--- config.mk ---
export PLATFORM = sky130hd
export DESIGN_NAME = ldc_top
export DESIGN_NICKNAME = d
export VERILOG_FILES = /design/src/rtl/ldc_pkg.sv /design/src/rtl/ldc_top.sv
export VERILOG_INCLUDE_DIRS = /design/src /design/src/rtl
export SDC_FILE = /design/constraint.sdc
export NUM_CORES = 1
export LEC_CHECK = 0
export ABC_CLOCK_PERIOD_IN_PS = 1900
export BUFFER_PORTS_ARGS = -buffer_cell sky130_fd_sc_hd__buf_2
export CAP_MARGIN = 20
export CORE_MARGIN = 2
export CORE_UTILIZATION = 52
export DETAILED_ROUTE_END_ITERATION = 8
export GPL_TIMING_DRIVEN = 0
export PLACE_DENSITY = 0.73
export SLEW_MARGIN = 20
export SYNTH_ARGS = -nofsm -noshare
export SYNTH_HDL_FRONTEND = slang
export SYNTH_SLANG_ARGS = --single-unit
export TNS_END_PERCENT = 20
--- constraint.sdc ---
create_clock -name clk -period 1.9 [get_ports clk]
set_input_delay 0.095 -clock clk [delete_from_list [all_inputs] [get_ports clk]]
set_output_delay 0.095 -clock clk [all_outputs]
set_load 0.01 [all_outputs]
--- src/rtl/ldc_defines.svh ---
// constants of the lcd drive control block: register addresses, field
// positions, reset values and frame divider counts.
// assumes a 16-bit byte address bus and the system clock at 100 MHz.
`ifndef LDC_DEFINES_SVH
`define LDC_DEFINES_SVH

// ****************************************************************
// register addresses
// ****************************************************************
`define LDC_ADDR_PORT_CTL  16'hFFC0
`define LDC_ADDR_LCR       16'hFFC1
`define LDC_ADDR_LCD_DRIVE_CONTROL_TWO      16'hFFC2
`define LDC_ADDR_CKSTP2    16'hFFFB

// ****************************************************************
// reset values
// ****************************************************************
`define LDC_PORT_CTL_RST   8'h00
`define LDC_LCR_RST        8'h80
`define LDC_LCD_DRIVE_CONTROL_TWO_RST       8'h60
`define LDC_CKSTP2_RST     8'hFF

// ****************************************************************
// field positions
// ****************************************************************
`define LDC_LCR_RSV_BIT    7
`define LDC_LCR_PSW_BIT    6
`define LDC_LCR_ACT_BIT    5
`define LDC_LCR_SHOW_MEMORY_DATA_BIT   4
`define LDC_LCR_CKS_MSB    3
`define LDC_LCD_DRIVE_CONTROL_TWO_AB_BIT    7
`define LDC_LCD_DRIVE_CONTROL_TWO_RSV_HI    6
`define LDC_LCD_DRIVE_CONTROL_TWO_RSV_LO    5
`define LDC_LCD_DRIVE_CONTROL_TWO_SUPPLY_SOURCE_SELECT_BIT  4
`define LDC_LCD_DRIVE_CONTROL_TWO_CDS_MSB   3
`define LDC_PCTL_DTS_MSB   7
`define LDC_PCTL_DTS_LSB   6
`define LDC_CKSTP_LCD_BIT  0

// ****************************************************************
// encodings and counts
// ****************************************************************
`define LDC_DUTY_THIRD     2'h2
`define LDC_CDS_HIGH       4'h0
`define LDC_CDS_LOW        4'h7
`define LDC_FRM_WATCH      9'h100
`define LDC_FRM_WATCH_3    9'h0C0
`define LDC_FRM_SYS        10'h200
`define LDC_FRM_SYS_3      10'h180

`endif

--- src/rtl/ldc_pkg.sv ---
// types of the lcd drive control block.
// assumes ldc_defines.svh is on the include path.
package ldc_pkg;
  `include "ldc_defines.svh"

  // plain register port request
  typedef struct packed {
    logic [15:0] addr;
    logic [7:0]  wdata;
    logic        wr;
    logic        rd;
  } ldc_bus_req_t;

  // drive controls towards the panel drivers and supply
  typedef struct packed {
    logic drive_supply_on;
    logic booster_run;
    logic supply_5v_sel;
    logic waveform_b;
    logic ctrl_running;
    logic show_data;
    logic [1:0] duty_sel;
    logic frame_tick;
    logic ladder_connect;
  } ldc_drive_t;

  // complete state of the block
  typedef struct packed {
    logic [7:0] port_ctl;
    logic [7:0] lcd_drive_control;
    logic [7:0] lcd_drive_control_two;
    logic [7:0] ckstp;
    logic [7:0] rdata;
    logic [7:0] pre;
    logic [1:0] wdiv;
    logic       op_tick;
    logic [9:0] frame_cnt;
    logic [4:0] lad_cnt;
    ldc_drive_t drv;
  } ldc_state_t;
endpackage : ldc_pkg

--- src/rtl/ldc_top.sv ---
// lcd drive control: control registers, supply gating, frame clock selection,
// frame timing and charge/discharge pulse for the resistor ladder.
// assumes watch_tick is a one-cycle pulse at the watch clock rate, and all
// inputs are synchronous to clk.
// Behaviour
// - bit 7 of drive control reads one; writes to it do nothing
// - drive control resets to 0x80: supply off, halted, blank, watch clock
// - supply on only with switch set, activate set and no standby
// - activate clear halts everything but the booster, forces supply off, keeps registers
// - display-data bit zero shows blank, one shows memory contents
// - clock field picks watch clock 1,2,4 or system clock 2 to 256
// - with the system clock stopped, system-divider selections show nothing
// - at 32.768 kHz watch clock, frames are 128, 64, 32 Hz
// - one-third duty makes frame frequency four thirds of the others
// - second drive control resets to 0x60
// - waveform bit zero picks waveform A, one picks waveform B
// - bits 6 and 5 of second drive control read one, unwritable
// - supply select zero: main rail, booster off; one: 5 V, booster on
// - ladder duty: 0 high, 1-6 eighths, 7 low, 10xx 1/16, 11xx 1/32
// - zero ladder duty keeps the ladder disconnected permanently
// - ladder duty is connected time over pulse period
// - module standby bit zero holds module in standby, resets to one
// - duty select field picks static, half, third, quarter; sets frame timing
//
// The register addresses and the address-and-strobe port were left to the implementer.
`timescale 1ns/1ps
`default_nettype none

module ldc_top
  import ldc_pkg::*;
(
  input  wire logic         clk,
  input  wire logic         resetn,
  input  wire logic [15:0]  addr,
  input  wire logic [7:0]   wdata,
  input  wire logic         wr,
  input  wire logic         rd,
  input  wire logic         watch_tick,
  input  wire logic         sys_clk_run,
  input  wire logic         chip_standby,
  output logic [7:0]        rdata,
  output ldc_pkg::ldc_drive_t drive
);
  import ldc_pkg::*;

  // ****************************************************************
  // state
  // ****************************************************************
  ldc_state_t st_r;
  ldc_state_t st_nxt;

  // decoded control fields
  logic       drive_supply_switch;
  logic       act;
  logic       show_memory_data;
  logic [3:0] cks;
  logic [3:0] cds;
  logic       released;
  logic       running;
  logic       third;
  logic [7:0] pre_mask;
  logic       sys_tick;
  logic       watch_sel_tick;
  logic [9:0] frame_lim;

  assign drive_supply_switch      = st_r.lcd_drive_control[`LDC_LCR_PSW_BIT];
  assign act      = st_r.lcd_drive_control[`LDC_LCR_ACT_BIT];
  assign show_memory_data     = st_r.lcd_drive_control[`LDC_LCR_SHOW_MEMORY_DATA_BIT];
  assign cks      = st_r.lcd_drive_control[`LDC_LCR_CKS_MSB:0];
  assign cds      = st_r.lcd_drive_control_two[`LDC_LCD_DRIVE_CONTROL_TWO_CDS_MSB:0];
  assign released = st_r.ckstp[`LDC_CKSTP_LCD_BIT];
  // halted by activate clear, module standby or chip standby
  assign running  = act && released && !chip_standby;
  assign third    = (st_r.port_ctl[`LDC_PCTL_DTS_MSB:`LDC_PCTL_DTS_LSB] == `LDC_DUTY_THIRD);

  // ****************************************************************
  // operating clock selection
  // ****************************************************************
  // system divider: tick every 2^(n+1) clocks, the low bits of pre all ones
  always_comb begin
    pre_mask = 8'hFF >> (3'h7 - cks[2:0]);
    sys_tick = sys_clk_run && ((st_r.pre & pre_mask) == pre_mask);
  end

  // watch divider: 1, 2 or 4 watch ticks per operating tick, bit 2 ignored
  always_comb begin
    if (cks[1]) begin
      watch_sel_tick = watch_tick && (st_r.wdiv == 2'h3);
    end else if (cks[0]) begin
      watch_sel_tick = watch_tick && st_r.wdiv[0];
    end else begin
      watch_sel_tick = watch_tick;
    end
  end

  // frame length in operating ticks; third duty shortens it by a quarter
  always_comb begin
    if (cks[3]) begin
      frame_lim = third ? `LDC_FRM_SYS_3 : `LDC_FRM_SYS;
    end else begin
      frame_lim = third ? {1'b0, `LDC_FRM_WATCH_3} : {1'b0, `LDC_FRM_WATCH};
    end
  end

  // ****************************************************************
  // next state
  // ****************************************************************
  // register writes are kept while halted, so software can set up first
  always_comb begin
    st_nxt = st_r;
    st_nxt.rdata = 8'h00;
    if (wr) begin
      unique case (addr)
        `LDC_ADDR_PORT_CTL: st_nxt.port_ctl = wdata;
        `LDC_ADDR_LCR:      st_nxt.lcd_drive_control = {1'b1, wdata[6:0]};
        `LDC_ADDR_LCD_DRIVE_CONTROL_TWO:     st_nxt.lcd_drive_control_two = {wdata[7], 2'h3, wdata[4:0]};
        `LDC_ADDR_CKSTP2:   st_nxt.ckstp = wdata;
        default:            st_nxt.ckstp = st_r.ckstp;
      endcase
    end
    // read data stands only in the cycle after the strobe
    if (rd) begin
      unique case (addr)
        `LDC_ADDR_PORT_CTL: st_nxt.rdata = st_r.port_ctl;
        `LDC_ADDR_LCR:      st_nxt.rdata = st_r.lcd_drive_control | 8'h80;
        `LDC_ADDR_LCD_DRIVE_CONTROL_TWO:     st_nxt.rdata = st_r.lcd_drive_control_two | 8'h60;
        `LDC_ADDR_CKSTP2:   st_nxt.rdata = st_r.ckstp;
        default:            st_nxt.rdata = 8'h00;
      endcase
    end

    // dividers only advance while running; counters freeze in halt
    if (running) begin
      if (sys_clk_run) begin
        st_nxt.pre = st_r.pre + 8'h01;
      end
      if (watch_tick) begin
        st_nxt.wdiv = st_r.wdiv + 2'h1;
      end
      st_nxt.op_tick = cks[3] ? sys_tick : watch_sel_tick;
    end else begin
      st_nxt.op_tick = 1'b0;
    end

    // frame counter on operating ticks
    st_nxt.drv.frame_tick = 1'b0;
    if (running && st_r.op_tick) begin
      if (st_r.frame_cnt >= frame_lim - 10'h001) begin
        st_nxt.frame_cnt      = 10'h000;
        st_nxt.drv.frame_tick = 1'b1;
      end else begin
        st_nxt.frame_cnt = st_r.frame_cnt + 10'h001;
      end
      st_nxt.lad_cnt = st_r.lad_cnt + 5'h01;
    end

    // ladder pulse: period of 32 operating ticks, duty = connected/period
    if (!running) begin
      st_nxt.drv.ladder_connect = 1'b0;
    end else if (cds == `LDC_CDS_HIGH) begin
      st_nxt.drv.ladder_connect = 1'b1;
    end else if (cds == `LDC_CDS_LOW) begin
      st_nxt.drv.ladder_connect = 1'b0;
    end else if (!cds[3]) begin
      st_nxt.drv.ladder_connect = ({1'b0, st_nxt.lad_cnt[4:2]} < cds);
    end else if (!cds[2]) begin
      st_nxt.drv.ladder_connect = (st_nxt.lad_cnt[4:1] == 4'h0);
    end else begin
      st_nxt.drv.ladder_connect = (st_nxt.lad_cnt == 5'h00);
    end

    // static drive controls
    st_nxt.drv.drive_supply_on = drive_supply_switch && running;
    st_nxt.drv.ctrl_running    = running;
    st_nxt.drv.show_data       = show_memory_data && running;
    st_nxt.drv.waveform_b      = st_r.lcd_drive_control_two[`LDC_LCD_DRIVE_CONTROL_TWO_AB_BIT];
    st_nxt.drv.supply_5v_sel   = st_r.lcd_drive_control_two[`LDC_LCD_DRIVE_CONTROL_TWO_SUPPLY_SOURCE_SELECT_BIT];
    st_nxt.drv.booster_run     = st_r.lcd_drive_control_two[`LDC_LCD_DRIVE_CONTROL_TWO_SUPPLY_SOURCE_SELECT_BIT];
    st_nxt.drv.duty_sel        = st_r.port_ctl[`LDC_PCTL_DTS_MSB:`LDC_PCTL_DTS_LSB];
  end

  // ****************************************************************
  // state register
  // ****************************************************************
  // all registers to documented reset values; everything else cleared
  always_ff @(posedge clk or negedge resetn) begin
    if (!resetn) begin
      st_r          <= '0;
      st_r.port_ctl <= `LDC_PORT_CTL_RST;
      st_r.lcd_drive_control      <= `LDC_LCR_RST;
      st_r.lcd_drive_control_two     <= `LDC_LCD_DRIVE_CONTROL_TWO_RST;
      st_r.ckstp    <= `LDC_CKSTP2_RST;
    end else begin
      st_r <= st_nxt;
    end
  end

  assign rdata = st_r.rdata;
  assign drive = st_r.drv;
endmodule : ldc_top

`default_nettype wire

Word-level counts from Yosys, hierarchy flattened. Index checks and enable logic that the tools add are counted.

Add/sub/neg operators: 6. Multipliers: 0. Divide/modulo/power cells: 0. Magnitude comparators: 2. Eq/ne operators: 8. Shifts and indexed selects: 1. Muxes and demuxes: 18. Bitwise operators: 1. Reduce and logical (&&, ||, !) cells: 18.

Operator list (count): 16-bit equality test (second input constant) (4); 8-bit one-hot mux with 4 select lines (1); 10-bit two-way mux (3); 2-bit AND reduction (6); 1-bit two-way mux (11); 10-bit by 1-bit adder with 10-bit output (second input constant) (1); 10-bit greater-or-equal comparator (1); 10-bit by 1-bit subtractor with 10-bit output (second input constant) (1); 9-bit two-way mux (1); 8-bit by 1-bit adder with 8-bit output (second input constant) (1); 8-bit bitwise AND (1); 8-bit equality test (1); 1-bit logical AND (8); 4-bit zero test (2); 8-bit two-way mux (1); 8-bit by 3-bit right shift with 8-bit output (first input constant) (1); 5-bit by 1-bit adder with 5-bit output (second input constant) (1); 5-bit zero test (1); 5-bit two-way mux (1); 2-bit equality test (second input constant) (2); 4-bit by 3-bit equality test with 1-bit output (second input constant) (1); 3-bit by 4-bit less-than comparator with 1-bit output (1); 3-bit subtractor (first input constant) (1); 2-bit by 1-bit adder with 2-bit output (second input constant) (1); 1-bit zero test (1).

Register bits: 72. Latch bits: 0. Memory bits (writable): 0. Bits in read-only memories: 0. Bits of input ports: 31. Output and inout bits: 18. Word-level logic and storage cells: 72. Memories: 0.

Logic depth before layout (Yosys ltp). Gate-level depths: netlist of the first run.

Word-level depth: 10. Mapped depth: 10.

Worst setup path after synthesis of the first run. OpenSTA, ideal clock, no wires.

Path type: register to register. Start: register st_r (netlist bit cks[3]). End: register st_r[24] (netlist bit). Setup time: 0.101 ns. Data arrival time: 2.004 ns. Required time: 1.799 ns. Path slack: -0.204 ns. Cell stages (with the launch flop): 9. Path buffers: 0. Period minus slack after synthesis: 2.104 ns. Cell sequence: dfrtp_1 -> inv_1 -> nor3b_1 -> ha_1 -> and4_1 -> a221o_1 -> a31oi_4 -> nand2_2 -> o311ai_2.

Cells in the longest elaborated chain, start to end: 4.

RTL lines: start, declared (line ldc_top.sv:49) `ldc_state_t st_r;`; start signal, assigned (line ldc_top.sv:194) `st_r <= st_nxt;`; 10-bit two-way mux (line ldc_top.sv:98) `if (cks[3]) begin`; 10-bit by 1-bit subtractor with 10-bit output (line ldc_top.sv:148) `if (st_r.frame_cnt >= frame_lim - 10'h001) begin`; 10-bit greater-or-equal comparator (line ldc_top.sv:148); 10-bit two-way mux (line ldc_top.sv:148).

Every way passes these cells. A chain may end at the register's enable or synchronous reset.

==> impl_results.md, run 1 <==
* Hold path endpoint: st_r[73]$_DFFE_PN0P_
* Worst-path maximum fanout at 4
* Post-synth EDFFs at 0
* Remaining global-route overflow at 0
* Routability cong. at 0.827
* CP Class: register to register
* Synth Net Count at 354
* Share of cells above drive strength 1 at a little under 40%
* Leak Pwr at 2.09 nW
* Power Total at 2.64 mW
* CP Launch Type: register
* Max Freq at 467 MHz
* Vias in the first global route at 2,572
* Diodes inserted at 0
* Setup slack, reg-to-reg at -0.24 ns
* Worst-case clock buffer depth at 2
* Drt total wl at 7370 um
* Worst flop-to-flop path endpoint: drive[0]$_DFF_PN0_
* Clock latency on the worst-skew pair at 0.34 ns
* Clk_skew at 0.00627 ns
* R2r startpoint: released$_DFFE_PN1P_
* Cell area after synthesis at 0.00356 mm2
* GR Util All Layers at 21.4%
* Worst Hold Launch: wdata[5]
* First-pass GRT wire length at 12,300 um
* Syn. warnings at 0
* CTS sink cnt at 72
* Register bit total from synthesis at 72
* Post-synth top flop: dfrtp_1
* Initial DRC count at around 150
* Unique masters post-synth at 47
* Worst slew margin at 44.4%
* IO Pins at roughly 50
* Clock-pin slew on the worst setup and hold paths at 0.07 ns
* Status: finished with violations
* Port bufs at between 40 and 50
* Drt first pass iters at 4
* WHS Path Cells at 2
* Post-synth ARST share at between 90% and 100%
* DP Worst Slack at -0.335 ns
* Synth top area cells: dfrtp_1, mux2_2, dfstp_2
* CP endpoint kind: register
* Avg Inst Size Synth at 11.4 um2
* Fin crit period at 2.14 ns
* Worst hold path type: primary input to register
* Required @ worst endpoint at 2.12 ns
* Initial Util at a little over half
* Die area at 0.00752 mm2
* Routed Antenna Nets at 0
* Seq/Total Area, Yosys at approximately half
* CP arrival at 2.36 ns
* RSZ-0062 raised after global routing: yes
* Max Cap Viol at 0
* Largest net degree at the start of global routing at 55
* Vias per std cell at approximately 5.6
* Fin crit share at 113%
* HPWL after DPL at 5080 um
* Final setup vio count at 10
* Peak supply drop at 0.466 mV
* Pwr Density at roughly 620 mW/mm2
* Nets@finish at 424
* Worst Setup Slack, final at -0.240 ns
* Pins Over Slew Limit at 0
* DRC at 0
* Die Y-Extent at between 80 and 90 um
* CTS root buf: clkbuf_8
* DR vias at 2,617
* Synth-to-Final Area Change at 19.0%
* Drt wl/cell at 15.7 um
* Worst Tran Pin Value at 0.832 ns
* Core ar. at 0.00672 mm2
* Initial antenna violation count at 0
* Max H-tree Level at 3
* Cell taking the most area after synthesis: dfrtp_1
* CTS tree: done
* Final Hold Fails at 0
* Top-area cell type share of the netlist area at 45.0%
* Num CTS Buffers at 9
* Die width at 86.7 um
* Synth Instances at 313
* R2R depth at 10
* Site Rows at 30
* Failing checks: setup timing
==> flip-flops by register name (all words and copies together) (netlist names) <==
| signal | flops |
|---|---|
| drive | 9 |
| st_nxt | 4 |
| st_r | 39 |
| act | 1 |
| rdata | 8 |
| drive_supply_switch | 1 |
| show_memory_data | 1 |
| cks | 4 |
| released | 1 |
| cds | 4 |
==> cell usage after synthesis (3+ instances only) <==
master / instances
nand2_1: 17
nor2_1: 15
o21ai_0: 12
buf_4: 18
dfstp_2: 8
nand4_1: 6
xor2_1: 4
inv_1: 11
a21oi_1: 15
nor3_1: 3
xnor2_1: 13
and3_1: 7
a31oi_1: 4
nand3_1: 15
dfrtp_1: 64
nand2_2: 3
o22ai_1: 3
and4_1: 4
mux2_2: 31
a22oi_1: 12
clkbuf_1: 7
ha_1: 10
==> routing by layer <==
| metal | track usage (%) | share of wire [%] |
|---|---|---|
| met3 | 5.90 | 4.6 |
| met1 | 27.8 | 44 |
| met2 | 34.5 | 50 |
| met5 | 0 | 0 |
| met4 | 7.53 | 1.5 |
==> cell type report <==
type / instances / area [um2]
inverter: 11 / 41.3
timing repair buffer: 59 / 355
sequential: 72 / 1810
fill: 538 / 2480
tap: 80 / 100
clock inverter: 5 / 25.0
clock buffer: 11 / 131
multi-input combinational: 203 / 1580
buffer: 27 / 189
==> cell families (layout without fill, tap and decap cells) <==
group,count (synthesis),in the layout,share of synthesized area (%)
xor+xnor,17,17,4.18
flops,72,72,50.9
fa+ha+maj,10,10,3.52
other cells,1,1,0.105
simple gates,86,86,14.1
mux,31,31,9.81
buf+inv,38,113,6.15
compound gates,58,58,11.3
==> metrics by stage <==
stage | TNS, ns | instance area [um2] | hold slack [ns] | instances | util, %
floorplan | -0.233 | 3580 | -0.201 | 313 | -
global placement | -2.69 | 3910 | 0.359 | 439 | 58.2
detailed placement | -2.88 | 3940 | -0.0106 | 440 | 58.6
CTS | -0.619 | 4220 | 0.000548 | 467 | 62.9
global route | -2.30 | 4240 | 0.00755 | 468 | 63.0
finish | -0.771 | 4240 | 0.0167 | 468 | 63.0
==> power by group <==
| part | leakage, nW | switching (mW) | internal [mW] |
|---|---|---|---|
| combinational | 1.05 | 0.0621 | 0.0399 |
| clock | 0.0866 | 0.539 | 0.463 |
| sequential | 0.956 | 0.00273 | 1.54 |
==> worst max-delay path: stages (launching register included) <==
cell and delay, ns:
dfstp_2 0.54, and4b_1 0.21, clkbuf_8 0.14, nand4_1 0.17
xnor2_2 0.22, ha_4 0.29, o22ai_2 0.05, a21oi_1 0.13
nor2_1 0.06, a2bb2oi_2 0.13, o31ai_1 0.08
==> cells in the final DEF, fill, tap and decap left out, drive strengths merged, types with 6 or more instances in the layout <==
master / Yosys / layout
dfrtp: 64 / 64
nand2: 20 / 20
clkbuf: 7 / 17
nand3: 15 / 15
buf: 20 / 78
and3: 7 / 7
inv: 11 / 11
nand4: 6 / 6
o21ai: 12 / 12
nor3: 7 / 7
dfstp: 8 / 8
ha: 10 / 10
mux2: 31 / 31
a22oi: 12 / 12
nor2: 15 / 15
a21oi: 15 / 15
xnor2: 13 / 13
==> timing repair <==
action	4_1_cts	5_1_grt
endpoints found under the setup margin	14	14
cloned	0	0
hold buffers	2	0
buffers inserted	9	1
endpoints found under the hold margin	66	0
pin swaps	7	5
gates resized for setup	10	2
==> how the worst max path moves through the flow <==
stage / from / endpoint / slack (ns) / depth (start not counted)
final: released$_DFFE_PN1P_ / drive[0]$_DFF_PN0_ / -0.24 / 10
after global routing: released$_DFFE_PN1P_ / drive[0]$_DFF_PN0_ / -0.37 / 10
after CTS: released$_DFFE_PN1P_ / drive[0]$_DFF_PN0_ / -0.20 / 10
after detailed placement: released$_DFFE_PN1P_ / drive[0]$_DFF_PN0_ / -0.34 / 10
after global placement: cks[3]$_DFFE_PN0P_ / st_r[24]$_DFFE_PN0P_ / -0.31 / 8
after floorplan: cks[3]$_DFFE_PN0P_ / st_r[24]$_DFFE_PN0P_ / -0.07 / 8
Note: power is estimated with default switching activity, not from simulation.
==> run 2, diff against run 1 <==
--- a/config.mk
+++ b/config.mk
@@ -9,12 +9,13 @@
 export ABC_CLOCK_PERIOD_IN_PS = 1900
 export BUFFER_PORTS_ARGS = -buffer_cell sky130_fd_sc_hd__buf_2
 export CAP_MARGIN = 20
+export CORE_ASPECT_RATIO = 1.4
 export CORE_MARGIN = 2
 export CORE_UTILIZATION = 52
 export DETAILED_ROUTE_END_ITERATION = 8
 export GPL_TIMING_DRIVEN = 0
-export PLACE_DENSITY = 0.73
-export SLEW_MARGIN = 20
+export PLACE_DENSITY = 0.75
+export SLEW_MARGIN = 5
 export SYNTH_ARGS = -nofsm -noshare
 export SYNTH_HDL_FRONTEND = slang
 export SYNTH_SLANG_ARGS = --single-unit
==> run 2 against run 1 <==
Against the previous run:
- the flow still finishes with violations (setup timing)
- design area grew 1.7%
- hold slack worse by 0.0037 ns
- maximum frequency increased by 0.63%
- flip-flop and latch count is the same
- via count is 2.1% higher
- clock skew rose by 0.00059 ns
- register-to-register slack barely moved
- core utilization up 2.1 points
- combinational power hardly changed
- critical path type unchanged
- largest power group unchanged
==> impl_results.md, run 2 (synthesis gave the netlist of run 1 again) <==
* CTS sink cnt at 72 (unchanged)
* Die area at 0.00753 mm2 (+0.12%)
* Drt wl/cell at 15.4 um (-2.1%)
* Die Y-Extent at 102 um (+17%)
* Dpl cells at 452 (+2.7%)
* HPWL after DPL at 5090 um (+0.15%)
* Setup crit end: drive[0]$_DFF_PN0_
* Sequential power share at 51.0% (-7.2 points)
* Peak supply drop at 0.477 mV (+2.3%)
* Worst hold path type: primary input to register
* Worst flop-to-flop path endpoint: drive[0]$_DFF_PN0_
* Comb pwr share at 3.3% (-0.6 points)
* Fin crit period at 2.13 ns (-0.0133 ns)
* Final Hold Fails at 0 (unchanged)
* Max H-tree Level at 3 (unchanged)
* Worst-case clock buffer depth at 2 (unchanged)
* Setup_tns at -1.33 ns (-0.559 ns)
* Slowest CP cell: dfstp_2
* Most frequent cells in the layout: dfrtp_1, buf_2, mux2_2, buf_4, nand2_1
* Drt first pass iters at 5 (+1)
* Pwr Density at 700 mW/mm2 (+12%)
* DR vias at 2,672 (+2.1%)
* Routability cong. at 0.914 (+11%)
* Vias in the first global route at 2,680 (+4.2%)
* Die width at 73.9 um (-15%)
* Crit path depth at 10 (unchanged)
* Clock latency on the worst-skew pair at 0.34 ns (about the same)
* Drt total wl at 7380 um (+0.20%)
* Cell area after placement at 0.00395 mm2 (+0.38%)
* Fin crit share at 112% (-0.70 points)
* Worst Tran Pin Value at 0.836 ns (+0.00338 ns)
* Remaining global-route overflow at 0 (unchanged)
* Fin cells at 479 (+2.4%)
* Psw at 593 uW (-1.8%)
* Synth-to-Final Area Change at 21.0%
* Critical path cell sequence: and4b_1, clkbuf_8, nand4_1, xnor2_2, ha_1, o22ai_1, a21oi_1, nor2_1, a2bb2oi_2, o31ai_1
* Max Freq at 470 MHz (+0.63%)
* Worst slew margin at 44.2% (-0.23 points)
* Share of cells above drive strength 1 at 39.5% (-0.16 points)
* Max Cap Viol at 0 (unchanged)
* Setup slack, reg-to-reg at -0.23 ns (about the same)
* DP Worst Slack at -0.363 ns (-0.0274 ns)
* CP delay by family, top: flip-flops
* Vias per std cell at 5.58 (-0.24%)
* Pins Over Slew Limit at 0 (unchanged)
* CP Launch Type: register
* CP Class: register to register
* Max reg flops at 39 (unchanged)
* GR Util All Layers at 21.5% (+0.11 points)
* Site Rows at 35 (+17%)
* Num CTS Buffers at 9 (unchanged)
* Clock-pin slew on the worst setup and hold paths at 0.07 ns (about the same)
* CTS root buf: clkbuf_8
* Initial Util at 53.8% (+0.85 points)
* CTS tree: done
* Switching Share at 19.7% (-3.2 points)
* Max incr delay on CP at 0.53 ns (about the same)
* DRC at 0 (unchanged)
* CP arrival at 2.36 ns (about the same)
* R2R depth at 10 (unchanged)
* Routed Antenna Nets at 0 (unchanged)
* Layout fillers at 515 (-4.3%)
* Core ar. at 0.00661 mm2 (-1.6%)
* First-pass GRT wire length at 12,200 um (-0.72%)
* Required @ worst endpoint at 2.13 ns (about the same)
* Initial antenna violation count at 0 (unchanged)
* Clock power share at 45.7% (+7.8 points)
* Nets@finish at 423 (-0.24%)
* Leak Pwr at 2.12 nW (+1.4%)
* Finished Core Util at 65.1% (+2.1 points)
* RSZ-0062 raised after global routing: yes
* CP endpoint kind: register
* Status: finished with violations
* Worst Setup Slack, final at -0.226 ns (+0.0133 ns)
* IO Pins at 49 (unchanged)
* Diodes inserted at 0 (unchanged)
* Initial DRC count at 179 (+17%)
* Clk_skew at 0.00686 ns (+0.000592 ns)
* Pint at 2.42 mW (+19%)
* R2r startpoint: released$_DFFE_PN1P_
* Largest Register: st_r
* Critical Path Source: released$_DFFE_PN1P_
* Bufs and invs on worst path at 1 (unchanged)
* Failing checks: setup timing
* Final setup vio count at 11 (+1)
* Post-route cell area at 0.00431 mm2 (+1.7%)
* Commonest non-fill, non-tap cell in the layout: dfrtp_1
* Worst-path maximum fanout at 4 (unchanged)
* Port bufs at 46 (unchanged)
* Largest net degree at the start of global routing at 73 (+33%)
## run 2: cell types whose count changed in the layout (fill, tap and decap cells not counted), sizes merged
cell	previous run	this run
buf	78	77
bufinv	0	2
clkbuf	17	21
clkinv	5	0
dlygate4sd3	2	1
## run 2: area by class of cell
type / instances / area [um2] / share of cell area, %
clock buffers: 14 / 173 / 4.01
repair buffers: 58 / 345 / 8.02
plain buffers: 27 / 191 / 4.45
clock inverters: 2 / 60.1 / 1.39
flip-flops and latches: 72 / 1810 / 42.1
well taps: 92 / 115 / 2.67
inverters: 11 / 41.3 / 0.959
multi-input cells: 203 / 1570 / 36.4
## run 2: what timing repair did
| item | CTS | global route |
|---|---|---|
| gates cloned | 0 | 0 |
| hold buffers | 1 | 0 |
| setup endpoints to repair | 15 | 14 |
| pin swaps | 8 | 2 |
| gates resized for setup | 7 | 5 |
| buffers inserted | 10 | 0 |
| endpoints found under the hold margin | 64 | 0 |
## run 2: worst min path at each step
| stage | start | endpoint | cells past startpoint |
|---|---|---|---|
| after detailed placement | resetn | st_r[17]$_DFFE_PN0P_ | 2 |
| final | wdata[5] | st_r[49]$_DFFE_PN1P_ | 2 |
| after global placement | wdata[5] | act$_DFFE_PN0P_ | 2 |
| after floorplan | resetn | act$_DFFE_PN0P_ | 0 |
| after CTS | wdata[5] | st_r[49]$_DFFE_PN1P_ | 2 |
| after global routing | wdata[5] | st_r[73]$_DFFE_PN0P_ | 2 |
## run 2: power groups by stage
stage          combinational, mW  clock [mW]  sequential [mW]
2_1_floorplan             0.0219           0             1.57
3_3_place_gp              0.0908           0             1.57
3_5_place_dp               0.101           0             1.57
4_1_cts                    0.103        1.40             1.54
5_1_grt                    0.114        1.49             1.54
6_report                   0.100        1.38             1.54
## run 2: worst reg2reg max path: cells and delay by family, from the launching register on
family | cells | cell delay (ns)
AO/OA/AOI/OAI | 4 | 0.45
XOR/XNOR | 1 | 0.18
adder cells (fa/ha/maj) | 1 | 0.32
buffers and inverters | 1 | 0.14
flip-flops | 1 | 0.53
AND/OR/NAND/NOR | 3 | 0.41
## run 2: per-stage QoR
stage	power, mW	hold slack (ns)
detailed placement	1.67	0.133
global placement	1.66	0.359
floorplan	1.59	-0.201
CTS	3.05	0.00433
global route	3.14	0.00288
finish	3.02	0.0131
## run 2: per-layer routing
metal,vias up,track usage [%],routed length [um]
met2,61,35.0,3830
met5,-,0,0
li1,1256,-,-
met1,1334,26.1,3100
met4,0,9.79,150
met3,21,6.21,303
==> run 3, diff against run 2 <==
--- a/config.mk
+++ b/config.mk
@@ -10,11 +10,12 @@
 export BUFFER_PORTS_ARGS = -buffer_cell sky130_fd_sc_hd__buf_2
 export CAP_MARGIN = 20
 export CORE_ASPECT_RATIO = 1.4
-export CORE_MARGIN = 2
+export CORE_MARGIN = 3
 export CORE_UTILIZATION = 52
 export DETAILED_ROUTE_END_ITERATION = 8
 export GPL_TIMING_DRIVEN = 0
 export PLACE_DENSITY = 0.75
+export SKIP_LAST_GASP = 1
 export SLEW_MARGIN = 5
 export SYNTH_ARGS = -nofsm -noshare
 export SYNTH_HDL_FRONTEND = slang
==> run 3 against run 2 <==
Against the previous run:
- critical path depth unchanged
- via count decreased by 0.30%
- clock power decreased by 14%
- wire length decreased by 0.98%
- first-iteration DRC count decreased by 23%
- maximum frequency decreased by 3.2%
- non-clock buffer count unchanged
- flip-flop and latch count unchanged
- highest routed layer unchanged
- hold slack got worse by 0.0019 ns
- the flow still finishes with violations (setup timing)
==> impl_results.md, run 3 (synthesis gave the netlist of run 1 again) <==
* WHS Path Cells at 2 (unchanged)
* Worst-case clock buffer depth at 2 (unchanged)
* Dpl cells at 452 (unchanged)
* CP Class: register to register
* Diodes inserted at 0 (unchanged)
* Drt wl/cell at 15.3 um (-0.98%)
* Slowest CP cell: dfstp_2
* Final Hold Fails at 0 (unchanged)
* Routed Antenna Nets at 0 (unchanged)
* Failing checks: setup timing
* Die area at 0.00789 mm2 (+4.7%)
* CTS sink cnt at 72 (unchanged)
* Pins Over Slew Limit at 0 (unchanged)
* GR Util All Layers at 20.2% (-1.2 points)
* Nets@finish at 423 (unchanged)
* First-pass GRT wire length at 12,700 um (+4.2%)
* Commonest non-fill, non-tap cell in the layout: dfrtp_1
* Most frequent cells in the layout: dfrtp_1, buf_2, mux2_2, buf_4, nand2_1
* Setup_tns at -2.49 ns (-1.16 ns)
* Worst flop-to-flop path endpoint: drive[0]$_DFF_PN0_
* CP arrival at 2.42 ns (+0.06 ns)
* Hold path endpoint: act$_DFFE_PN0P_
* RSZ-0062 raised after global routing: yes
* Largest net degree at the start of global routing at 73 (unchanged)
* Max incr delay on CP at 0.53 ns (about the same)
* Worst Hold Launch: wdata[5]
* CP Launch Type: register
* Power Total at 2.83 mW (-6.2%)
* Peak supply drop at 0.603 mV (+26%)
* Max Cap Viol at 0 (unchanged)
* Initial DRC count at 138 (-23%)
* IO Pins at 49 (unchanged)
* Finished Core Util at 65.1% (about the same)
* R2r startpoint: released$_DFFE_PN1P_
* Clock-pin slew on the worst setup and hold paths at 0.07 ns (about the same)
* HPWL after DPL at 5130 um (+0.79%)
* Worst slew margin at 47.2% (+3.0 points)
* R2R depth at 10 (unchanged)
* Max H-tree Level at 3 (unchanged)
* Die width at 75.9 um (+2.7%)
* Initial antenna violation count at 0 (unchanged)
* Fin crit share at 116% (+3.7 points)
* Fin cells at 479 (unchanged)
* Max reg flops at 39 (unchanged)
* Port bufs at 46 (unchanged)
* Remaining global-route overflow at 0 (unchanged)
* Drt first pass iters at 4 (-1)
* DR vias at 2,664 (-0.30%)
* Final setup vio count at 17 (+6)
* Pwr Density at 657 mW/mm2 (-6.2%)
* Critical path cell sequence: and4b_1, clkbuf_8, nand4_1, xnor2_2, ha_1, o22ai_2, a21oi_1, nor2_1, a2bb2oi_2, o31ai_1
* Critical Path Source: released$_DFFE_PN1P_
* Share of cells above drive strength 1 at 40.3% (+0.78 points)
* Clk_skew at 0.00780 ns (+0.000941 ns)
* Vias per std cell at 5.56 (-0.30%)
* CP endpoint kind: register
* Worst Tran Pin Value at 0.785 ns (-0.0506 ns)
* DRC at 0 (unchanged)
* Worst Setup Slack, final at -0.297 ns (-0.0704 ns)
* Leak Pwr at 2.10 nW (-0.72%)
* Fin crit period at 2.20 ns (+0.0704 ns)
* Largest Register: st_r
* CTS tree: done
* Worst-path maximum fanout at 4 (unchanged)
* Site Rows at 35 (unchanged)
* Worst hold path type: primary input to register
* Routability cong. at 0.860 (-5.9%)
* Core ar. at 0.00661 mm2 (unchanged)
* Die Y-Extent at 104 um (+2.0%)
* Clock latency on the worst-skew pair at 0.34 ns (about the same)
* Bufs and invs on worst path at 1 (unchanged)
* Status: finished with violations
* DP Worst Slack at -0.374 ns (-0.0114 ns)
* Max Freq at 455 MHz (-3.2%)
* Drt total wl at 7310 um (-0.98%)
* Initial Util at 53.8% (unchanged)
* Vias in the first global route at 2,687 (+0.26%)
* Num CTS Buffers at 9 (unchanged)
* Synth-to-Final Area Change at 21.0% (about the same)
* Required @ worst endpoint at 2.13 ns (about the same)
* CP delay by family, top: flip-flops
* Setup slack, reg-to-reg at -0.30 ns (-0.07 ns)
* CTS root buf: clkbuf_8
run 3: power by group:
part / switching, mW / leakage [nW] / internal, mW
logic: 0.0608 / 1.05 / 0.0386
clock network: 0.551 / 0.0993 / 0.640
registers: 0.00263 / 0.956 / 1.54
total: 0.614 / 2.10 / 2.21
run 3: area by class of cell:
class,count,area [um2]
fillers,527,2310
flip-flops and latches,72,1810
multi-input cells,203,1600
repair buffers,58,349
plain buffers,27,188
clock buffers,11,141
well taps,92,115
clock inverters,5,56.3
inverters,11,41.3
run 3: worst register-to-register path: stages, from the launching register on:
cell and delay (ns):
dfstp_2 0.53, and4b_1 0.20, clkbuf_8 0.14, nand4_1 0.14
xnor2_2 0.19, ha_1 0.32, o22ai_2 0.07, a21oi_1 0.17
nor2_1 0.08, a2bb2oi_2 0.15, o31ai_1 0.09
run 3: per-layer routing:
| layer | track usage (%) | part of all wire (%) | vias up |
|---|---|---|---|
| met2 | 34.1 | 54 | 57 |
| met1 | 25.3 | 41 | 1340 |
| li1 | - | - | 1254 |
| met5 | 0 | 0 | - |
| met4 | 9.59 | 2.3 | 0 |
| met3 | 3.47 | 3.1 | 13 |
run 3: repair_timing:
action,4_1_cts,5_1_grt
pin swaps,6,15
setup endpoints to repair,15,20
endpoints found under the hold margin,64,0
buffers inserted,8,2
resized for setup,4,12
hold buffers,1,0
run 3: worst max path at each step:
stage                                end  slack, ns  cells past startpoint
floorplan           st_r[24]$_DFFE_PN0P_      -0.07                      8
global placement    st_r[17]$_DFFE_PN0P_      -0.29                      8
detailed placement    drive[0]$_DFF_PN0_      -0.37                      9
CTS                   drive[0]$_DFF_PN0_      -0.24                      9
finish                drive[0]$_DFF_PN0_      -0.30                     10
global route          drive[0]$_DFF_PN0_      -0.46                     10
run 3: per-stage QoR:
stage	instance area (um2)	hold WS (ns)
CTS	4230	0.00524
finish	4300	0.0112
global placement	3920	0.356
global route	4300	0.00725
detailed placement	3950	0.132
floorplan	3580	-0.201
